## config.mk

```make
export PLATFORM = sky130hd
export DESIGN_NAME = timer16_core
export DESIGN_NICKNAME = d
export VERILOG_FILES = /design/src/timer16_pkg.sv /design/src/timer16_core.sv
export SDC_FILE = /design/constraint.sdc
export NUM_CORES = 1
export LEC_CHECK = 0
export ABC_AREA = 1
export BUFFER_PORTS_ARGS = -buffer_cell sky130_fd_sc_hd__buf_2
export CORE_ASPECT_RATIO = 1.1
export CORE_MARGIN = 4
export CORE_UTILIZATION = 30
export DETAILED_ROUTE_END_ITERATION = 10
export HOLD_SLACK_MARGIN = 0.03
export SYNTH_ARGS = -nofsm -noshare
export SYNTH_HDL_FRONTEND = slang
export SYNTH_SLANG_ARGS = --single-unit
```

## constraint.sdc

```tcl
create_clock -name clk -period 11.5 [get_ports clk]
set_clock_uncertainty 0.05 [all_clocks]
set_input_delay 2.875 -clock clk [delete_from_list [all_inputs] [get_ports clk]]
set_output_delay 2.875 -clock clk [all_outputs]
set_load 0.02 [all_outputs]
```

## src/timer16_pkg.sv

```systemverilog
// timer16_pkg: constants and carrier types for the 16-bit timer counter core
// assumes: 8-bit cpu i/o bus, single system clock domain
package timer16_pkg;

  // byte locations on the 8-bit i/o bus (choice of this block)
  localparam logic [3:0] ADDR_CTRL_A = 4'h0;
  localparam logic [3:0] ADDR_CTRL_B = 4'h1;
  localparam logic [3:0] ADDR_CNT_L = 4'h2;
  localparam logic [3:0] ADDR_CNT_H = 4'h3;
  localparam logic [3:0] ADDR_CMPA_L = 4'h4;
  localparam logic [3:0] ADDR_CMPA_H = 4'h5;
  localparam logic [3:0] ADDR_CMPB_L = 4'h6;
  localparam logic [3:0] ADDR_CMPB_H = 4'h7;
  localparam logic [3:0] ADDR_CAPT_L = 4'h8;
  localparam logic [3:0] ADDR_CAPT_H = 4'h9;
  localparam logic [3:0] ADDR_FLAGS = 4'hA;

  // count limits
  localparam logic [15:0] BOTTOM_VAL = 16'h0000;
  localparam logic [15:0] MAX_VAL = 16'hFFFF;
  localparam logic [15:0] TOP_8BIT = 16'h00FF;
  localparam logic [15:0] TOP_9BIT = 16'h01FF;
  localparam logic [15:0] TOP_10BIT = 16'h03FF;
  localparam logic [15:0] ONE16 = 16'h0001;
  localparam logic [7:0] ZERO8 = 8'h00;

  // field positions
  localparam int WGM_LO_POS = 0;   // control_reg_a bits 1:0 -> mode bits 1:0
  localparam int WGM_HI_POS = 3;   // control_reg_b bits 4:3 -> mode bits 3:2
  localparam int CS_POS = 0;       // control_reg_b bits 2:0
  localparam int FLAG_OVF_POS = 0; // overflow flag in flag register
  localparam int FLAG_IE_POS = 1;  // overflow request enable in flag register
  localparam logic [2:0] CS_STOP = 3'h0;
  localparam logic [2:0] CS_EXT_FALL = 3'h6;
  localparam logic [2:0] CS_EXT_RISE = 3'h7;

  // waveform modes
  localparam logic [3:0] WGM_NORMAL = 4'h0;
  localparam logic [3:0] WGM_PC8 = 4'h1;
  localparam logic [3:0] WGM_PC9 = 4'h2;
  localparam logic [3:0] WGM_PC10 = 4'h3;
  localparam logic [3:0] WGM_CTC_A = 4'h4;
  localparam logic [3:0] WGM_FAST8 = 4'h5;
  localparam logic [3:0] WGM_FAST9 = 4'h6;
  localparam logic [3:0] WGM_FAST10 = 4'h7;
  localparam logic [3:0] WGM_PFC_I = 4'h8;
  localparam logic [3:0] WGM_PFC_A = 4'h9;
  localparam logic [3:0] WGM_PC_I = 4'hA;
  localparam logic [3:0] WGM_PC_A = 4'hB;
  localparam logic [3:0] WGM_CTC_I = 4'hC;
  localparam logic [3:0] WGM_FAST_I = 4'hE;
  localparam logic [3:0] WGM_FAST_A = 4'hF;

  // cpu byte access
  typedef struct packed {
    logic rd;
    logic wr;
    logic [3:0] addr;
    logic [7:0] wdata;
  } cpu_req_t;

  // status toward the rest of the timer
  typedef struct packed {
    logic top;
    logic bottom;
    logic max;
    logic dir_down;
    logic tick;
  } cnt_stat_t;

endpackage : timer16_pkg

```

## src/timer16_core.sv

```systemverilog
// timer16_core: 16-bit counter with shared high-byte holding register on an 8-bit bus
// assumes: cpu bus synchronous to clk; prescaler taps and capture loads come from neighbours
//
// Functional notes
// - each 16-bit register moves over the 8-bit bus as two byte accesses
// - one 8-bit holding register serves all 16-bit registers
// - low byte write loads holding byte and written byte together (capture only while capture sets top)
// - low byte read of count or capture copies the register's upper byte into holding register
// - compare register reads return both bytes directly, holding register untouched
// - counter upper byte location accesses the holding register
// - three-bit clock select picks source; zero stops the counter
// - counter stays readable and writable with no timer clock
// - cpu counter write beats clear, increment and decrement
// - counter clears, increments or decrements on each timer tick per mode
// - four-bit waveform mode split across control registers a and b
// - top flags mode maximum; bottom flags zero
// - step is exactly one per tick in chosen direction; clear zeroes all
// - overflow flag set per mode, can request a cpu interrupt
// - bottom is 0x0000 and max is 0xFFFF
// - top is 0xFFFF, 0x00FF, 0x01FF, 0x03FF, compare a or capture per mode
`timescale 1ns/1ps
`default_nettype none
module timer16_core (
  // clock and reset
  input wire logic clk,
  input wire logic reset,
  input wire logic clk_en,
  // cpu byte bus
  input wire timer16_pkg::cpu_req_t cpu_req,
  output logic [7:0] cpu_rdata,
  // clock sources
  input wire logic [4:0] presc_tick,
  input wire logic ext_clk_pin,
  // capture load from the capture unit
  input wire logic capt_load,
  // links to the rest of the timer
  output timer16_pkg::cnt_stat_t cnt_stat,
  output logic [15:0] count_value,
  output logic [15:0] compare_a,
  output logic [15:0] compare_b,
  output logic [15:0] capture_reg,
  output logic overflow_flag,
  output logic ovf_irq
);

  typedef enum logic [1:0] {
    DIR_UP = 2'b01,
    DIR_DOWN = 2'b10
  } dir_t;

  logic [7:0] hold_q;
  logic [7:0] ctrl_a_q;
  logic [7:0] ctrl_b_q;
  logic [15:0] cnt_q;
  logic [15:0] cnt_d;
  logic [15:0] cmpa_q;
  logic [15:0] cmpb_q;
  logic [15:0] capt_q;
  logic ovf_q;
  logic ovf_ie_q;
  dir_t dir_q;
  logic [3:0] wgm;
  logic [2:0] csel;
  logic [15:0] top_val;
  logic tick;
  logic tick_src;
  logic [4:0] tap_hit;
  logic ext_s1_q;
  logic ext_s2_q;
  logic ext_s3_q;
  logic ext_lvl_q;
  logic ext_rise;
  logic ext_fall;
  logic at_top;
  logic at_bottom;
  logic dual_slope;
  logic top_from_reg;
  logic wr_cnt_l;
  logic wr_ovf;
  logic wr_hi_byte;
  logic ovf_set;
  logic [7:0] rdata_d;

  wire logic rd = cpu_req.rd & clk_en;
  wire logic wr = cpu_req.wr & clk_en;

  // waveform mode field split across both control registers
  assign wgm = {ctrl_b_q[timer16_pkg::WGM_HI_POS +: 2],
                ctrl_a_q[timer16_pkg::WGM_LO_POS +: 2]};
  assign csel = ctrl_b_q[timer16_pkg::CS_POS +: 3];

  // external pin: three stages, a change counts once stages two and three agree
  always_ff @(posedge clk or posedge reset) begin
    if (reset) begin
      ext_s1_q <= 1'b0;
      ext_s2_q <= 1'b0;
      ext_s3_q <= 1'b0;
      ext_lvl_q <= 1'b0;
    end else if (clk_en) begin
      ext_s1_q <= ext_clk_pin;
      ext_s2_q <= ext_s1_q;
      ext_s3_q <= ext_s2_q;
      if (ext_s2_q == ext_s3_q) begin
        ext_lvl_q <= ext_s3_q;
      end
    end
  end

  assign ext_rise = (ext_s2_q == ext_s3_q) & ext_s3_q & ~ext_lvl_q;
  assign ext_fall = (ext_s2_q == ext_s3_q) & ~ext_s3_q & ext_lvl_q;

  // one decode per prescaler tap: select codes 1 to 5 pick taps 0 to 4
  for (genvar i = 0; i < $bits(presc_tick); i++) begin : g_tap
    assign tap_hit[i] = presc_tick[i] & (csel == 3'(i + 1));
  end

  // clock select to single-cycle tick
  always_comb begin
    unique case (csel)
      timer16_pkg::CS_STOP: tick_src = 1'b0;
      timer16_pkg::CS_EXT_FALL: tick_src = ext_fall;
      timer16_pkg::CS_EXT_RISE: tick_src = ext_rise;
      default: tick_src = |tap_hit;
    endcase
  end

  // a frozen core must not report a tick it will not count
  assign tick = tick_src & clk_en;

  // top per mode
  always_comb begin
    top_from_reg = 1'b0;
    unique case (wgm)
      timer16_pkg::WGM_PC8, timer16_pkg::WGM_FAST8: top_val = timer16_pkg::TOP_8BIT;
      timer16_pkg::WGM_PC9, timer16_pkg::WGM_FAST9: top_val = timer16_pkg::TOP_9BIT;
      timer16_pkg::WGM_PC10, timer16_pkg::WGM_FAST10: top_val = timer16_pkg::TOP_10BIT;
      timer16_pkg::WGM_CTC_A, timer16_pkg::WGM_PFC_A, timer16_pkg::WGM_PC_A,
      timer16_pkg::WGM_FAST_A: top_val = cmpa_q;
      timer16_pkg::WGM_PFC_I, timer16_pkg::WGM_PC_I, timer16_pkg::WGM_CTC_I,
      timer16_pkg::WGM_FAST_I: begin
        top_val = capt_q;
        top_from_reg = 1'b1;
      end
      default: top_val = timer16_pkg::MAX_VAL;
    endcase
  end

  assign dual_slope = (wgm inside {timer16_pkg::WGM_PC8, timer16_pkg::WGM_PC9,
                       timer16_pkg::WGM_PC10, timer16_pkg::WGM_PFC_I, timer16_pkg::WGM_PFC_A,
                       timer16_pkg::WGM_PC_I, timer16_pkg::WGM_PC_A});
  assign at_top = (cnt_q == top_val);
  assign at_bottom = (cnt_q == timer16_pkg::BOTTOM_VAL);
  assign wr_cnt_l = wr & (cpu_req.addr == timer16_pkg::ADDR_CNT_L);

  // next count: cpu write first, then clear or one step
  always_comb begin
    cnt_d = cnt_q;
    if (wr_cnt_l) begin
      cnt_d = {hold_q, cpu_req.wdata};
    end else if (tick) begin
      if (!dual_slope && at_top) begin
        cnt_d = timer16_pkg::BOTTOM_VAL;
      end else if (dual_slope && (at_top ? 1'b1 : dir_q == DIR_DOWN) && !at_bottom) begin
        cnt_d = cnt_q - timer16_pkg::ONE16;
      end else begin
        cnt_d = cnt_q + timer16_pkg::ONE16;
      end
    end
  end

  always_ff @(posedge clk or posedge reset) begin
    if (reset) begin
      cnt_q <= timer16_pkg::BOTTOM_VAL;
    end else if (clk_en) begin
      cnt_q <= cnt_d;
    end
  end

  // direction for dual-slope modes
  always_ff @(posedge clk or posedge reset) begin
    if (reset) begin
      dir_q <= DIR_UP;
    end else if (clk_en && tick) begin
      if (!dual_slope || at_bottom) begin
        dir_q <= DIR_UP;
      end else if (at_top) begin
        dir_q <= DIR_DOWN;
      end
    end
  end

  // overflow flag: set wins over software clear (write one)
  assign wr_ovf = wr & (cpu_req.addr == timer16_pkg::ADDR_FLAGS);
  // dual-slope modes overflow at bottom, single-slope modes at top
  assign ovf_set = tick & (dual_slope ? at_bottom : at_top);
  always_ff @(posedge clk or posedge reset) begin
    if (reset) begin
      ovf_q <= 1'b0;
      ovf_ie_q <= 1'b0;
    end else if (clk_en) begin
      if (ovf_set) begin
        ovf_q <= 1'b1;
      end else if (wr_ovf && cpu_req.wdata[timer16_pkg::FLAG_OVF_POS]) begin
        ovf_q <= 1'b0;
      end
      if (wr_ovf) begin
        ovf_ie_q <= cpu_req.wdata[timer16_pkg::FLAG_IE_POS];
      end
    end
  end

  // control and 16-bit register writes
  always_ff @(posedge clk or posedge reset) begin
    if (reset) begin
      ctrl_a_q <= timer16_pkg::ZERO8;
      ctrl_b_q <= timer16_pkg::ZERO8;
      cmpa_q <= timer16_pkg::BOTTOM_VAL;
      cmpb_q <= timer16_pkg::BOTTOM_VAL;
      capt_q <= timer16_pkg::BOTTOM_VAL;
    end else if (clk_en) begin
      if (wr) begin
        unique case (cpu_req.addr)
          timer16_pkg::ADDR_CTRL_A: ctrl_a_q <= cpu_req.wdata;
          timer16_pkg::ADDR_CTRL_B: ctrl_b_q <= cpu_req.wdata;
          timer16_pkg::ADDR_CMPA_L: cmpa_q <= {hold_q, cpu_req.wdata};
          timer16_pkg::ADDR_CMPB_L: cmpb_q <= {hold_q, cpu_req.wdata};
          // capture register takes cpu writes only while it sets top
          timer16_pkg::ADDR_CAPT_L: begin
            if (top_from_reg) begin
              capt_q <= {hold_q, cpu_req.wdata};
            end
          end
          default: ;
        endcase
      end
      // no capture while the capture register sets top
      if (capt_load && !top_from_reg) begin
        capt_q <= cnt_q;
      end
    end
  end

  // shared holding byte: all upper-byte writes, low-byte reads of count and capture
  assign wr_hi_byte = wr & (cpu_req.addr inside {timer16_pkg::ADDR_CNT_H,
                                                 timer16_pkg::ADDR_CMPA_H,
                                                 timer16_pkg::ADDR_CMPB_H,
                                                 timer16_pkg::ADDR_CAPT_H});
  always_ff @(posedge clk or posedge reset) begin
    if (reset) begin
      hold_q <= timer16_pkg::ZERO8;
    end else if (clk_en) begin
      if (wr_hi_byte) begin
        hold_q <= cpu_req.wdata;
      end else if (rd && cpu_req.addr == timer16_pkg::ADDR_CNT_L) begin
        hold_q <= cnt_q[15:8];
      end else if (rd && cpu_req.addr == timer16_pkg::ADDR_CAPT_L) begin
        hold_q <= capt_q[15:8];
      end
    end
  end

  // read mux; host reads low byte then high byte for count and capture
  always_comb begin
    unique case (cpu_req.addr)
      timer16_pkg::ADDR_CTRL_A: rdata_d = ctrl_a_q;
      timer16_pkg::ADDR_CTRL_B: rdata_d = ctrl_b_q;
      timer16_pkg::ADDR_CNT_L: rdata_d = cnt_q[7:0];
      timer16_pkg::ADDR_CNT_H: rdata_d = hold_q;
      timer16_pkg::ADDR_CMPA_L: rdata_d = cmpa_q[7:0];
      timer16_pkg::ADDR_CMPA_H: rdata_d = cmpa_q[15:8];
      timer16_pkg::ADDR_CMPB_L: rdata_d = cmpb_q[7:0];
      timer16_pkg::ADDR_CMPB_H: rdata_d = cmpb_q[15:8];
      timer16_pkg::ADDR_CAPT_L: rdata_d = capt_q[7:0];
      timer16_pkg::ADDR_CAPT_H: rdata_d = hold_q;
      timer16_pkg::ADDR_FLAGS: rdata_d = {6'h00, ovf_ie_q, ovf_q};
      default: rdata_d = timer16_pkg::ZERO8;
    endcase
  end

  always_ff @(posedge clk or posedge reset) begin
    if (reset) begin
      cpu_rdata <= timer16_pkg::ZERO8;
    end else if (clk_en && rd) begin
      cpu_rdata <= rdata_d;
    end
  end

  // outputs
  assign count_value = cnt_q;
  assign compare_a = cmpa_q;
  assign compare_b = cmpb_q;
  assign capture_reg = capt_q;
  assign overflow_flag = ovf_q;
  assign ovf_irq = ovf_q & ovf_ie_q;
  assign cnt_stat = '{top: at_top,
                      bottom: at_bottom,
                      max: (cnt_q == timer16_pkg::MAX_VAL),
                      dir_down: (dir_q == DIR_DOWN),
                      tick: tick};

endmodule : timer16_core
`default_nettype wire

```

==> results.yml <==
outcome:
  status: "finished, final reports clean"
setup_path:
  start_kind: "input port"
  critPathMaxFanout: 4
  required_ns: 8.58
  critPathCaptureType: "output port"
  arrival_ns: 3.85
  slowest_delay_ns: 0.27
  path_buf_inv: 3
  path_delay_family: "compound AO/OA/AOI/OAI gates"
  cpMostUsedCell: "buf_2"
  r2r-end: "count_value[13]"
  reg2reg_depth: 21
  cp_slowest_cell: "a31o_2"
  crit_chain: "buf_2, or2_2, o211ai_1, a31o_2, inv_1, buf_2"
  crit_type: "input port to output port"
  r2r_setup_slack_ns: 6.53
  rr_startpoint: "ctrl_a_q[0]"
global_route:
  grt_pass1_vias: 5954
  busiest_layer: "met2"
  grtUsageMet1: 0.281
  grt_max_degree: 75
  grt_pass1_wl_um: 36200
  grt-ovfl-total: 0
  use_met3: 0.0254
  grtUsageMet2: 0.309
  antenna_found_initial: 0
  grt_use_total: 0.197
cells_and_area:
  final_layout_size_suffix_gt1_frac: 0.173
  nets: 967
  fillerInstances: 2303
  areaGrowthSynthToFinish_pct: 16.0
  multiInputGateArea_mm2: 0.00333
  num_antenna_cells: 0
  seq_area_mm2: 0.00260
synthesis:
  synthTopCellsByArea: "dfrtp_1 40%, nand2_1 12%, o21ai_0 8.3%, inv_1 5.4%, nand4_1 4.0%"
  synth.top_cell.area_share: 0.397
  yosysMostFrequentCell: "nand2_1"
  syn_area_mm2: 0.00649
  synth_cell_types: 51
  synth_area_per_cell_um2: 7.70
  synth_seq_cells: 104
  yosys.area.top_type: "dfrtp_1"
  synth_common_cells: "216 x nand2_1, 108 x o21ai_0, 103 x dfrtp_1"
  async_flop_share: 1.00
  synthFlopType: "dfrtp_1"
  ys_seq_area_frac: 0.401
  synthCells: 843
  synth-edff-count: 0
  syn_nets: 884
  synth_warnings: 0
floorplanning:
  std_cell_rows: 56
  initial_core_util: 0.305
  die_x_um: 148
  io_pins: 103
  dieHeight_um: 162
  die_area_mm2: 0.0241
  core_area_mm2: 0.0213
detailed_routing:
  wl_um: 23800
  drt_iter0_markers: 581
  drc: 0
  vias: 6537
  wl_per_cell_um: 19.5
  drt_first_pass_iters: 6
  vias_per_cell: 5.35
  ant_nets: 0
place:
  dp_hpwl_um: 17900
  globalplace.congestion: 0.979
  port_buffers: 102
hold_path:
  min_path_cells: 2
  hp-start: "cpu_rdata[3]"
  whs_endpoint: "cpu_rdata[3]"
  hold_path.class: "register to register"
timing:
  fin_crit_ns: 6.78
  fin_setup_tns_ns: 0
  relSlewSlack: 0.317
  slew_viol_final: 0
  timing.final.hold_violations: 0
  fmax_mhz: 148
  finalSetupViolCount: 0
  post-route-period-util: 0.589
  worstMarginPinSlew_ns: 1.02
  rsz0062_at_grt: "no"
cts:
  clk_pin_slew_ns: 0.08
  postCtsHoldBufs: 0
  clockBufferDepth: 2
  cts_max_level: 3
  cts_root_buffer: "clkbuf_16"
  clk_latency_ns: 0.36
  cts-resized-gates: 0
  cts_buffers: 9
  clock-sinks: 104
  tritoncts: "yes"
  cts_setup_buffers: 0
power_and_ir_drop:
  leakage_uw: 0.00367
  max-vdd-ir-drop_mv: 0.0839
  power-per-cell-area_mw_per_mm2: 218
  total_power_uw: 1640
job:
  maxCapViolations: 0
==> worst min-delay path, cell delays in order (launching register included) <==
cell	delay, ns
dfrtp_1	0.34
nand2_1	0.05
nand2_1	0.05
==> cell usage in the layout (no fill, tap or decap), drive strengths merged, types with 2 or more instances in the layout <==
cell type and instances:
nor2 45, bufinv 2, clkbuf 10, o221ai 11
a221oi 9, a22oi 2, xor2 7, o211ai 30
or2 2, buf 105, ha 16, dfrtp 103
a21oi 31, a32o 4, o22ai 7, nand3 40
nor4 4, o21bai 3, a31o 2, nor3 3
o2111ai 3, inv 100, nand2 227, nand4 43
xnor2 2, o21ai 109
==> where the power goes <==
| part | total [µW] | leakage [µW] | switching [µW] | internal [µW] |
|---|---|---|---|---|
| Combinational | 675 | 0.00217 | 459 | 216 |
| Clock | 348 | 0.000159 | 150 | 198 |
| Sequential | 621 | 0.00134 | 157 | 463 |
| Total | 1640 | 0.00367 | 766 | 878 |
==> per-layer routing <==
metal  up-vias  routed length [µm]
li1       3075                   -
met1      3108               10700
met2       321               10700
met3        33                1840
met4         0                 576
met5         -                   0
==> worst max-delay path by stage <==
stage	from	to	slack, ns	cells past startpoint
finish	presc_tick[1]	cnt_stat[0]	4.72	6
global route	presc_tick[4]	cnt_stat[0]	4.67	7
CTS	presc_tick[1]	cnt_stat[0]	4.74	6
detailed placement	presc_tick[1]	cnt_stat[0]	4.74	6
global placement	presc_tick[1]	cnt_stat[0]	4.75	6
floorplan	presc_tick[1]	cnt_stat[0]	4.97	5
==> metrics by stage <==
| step | std cells | setup WS, ns | instance area (µm²) | hold WS [ns] | util |
|---|---|---|---|---|---|
| floorplan | 843 | 4.97 | 6490 | 0.392 | - |
| global placement | 1205 | 4.75 | 7200 | 0.407 | 0.338 |
| detailed placement | 1205 | 4.74 | 7200 | 0.410 | 0.338 |
| CTS | 1221 | 4.74 | 7530 | 0.430 | 0.353 |
| global route | 1221 | 4.67 | 7530 | 0.451 | 0.353 |
| finish | 1221 | 4.72 | 7530 | 0.426 | 0.353 |
==> cell families after synthesis <==
kind of cell	after synthesis	share of synthesized area
AOI/OAI and AO/OA	218	0.209
xor gates and xnor gates	9	0.0121
adders and majority gates	17	0.0339
buffers and inverters	131	0.0869
DFF	104	0.401
and+or+nand+nor	364	0.257
==> layout make-up <==
type                            count  area share
Multi-Input combinational cell    608       0.442
Sequential cell                   104       0.346
Timing Repair Buffer              105      0.0708
Inverter                           98      0.0495
Tap cell                          290      0.0482
Clock buffer                       10      0.0317
Clock inverter                      6      0.0120
No activity file was read; power rests on OpenSTA's default activity.
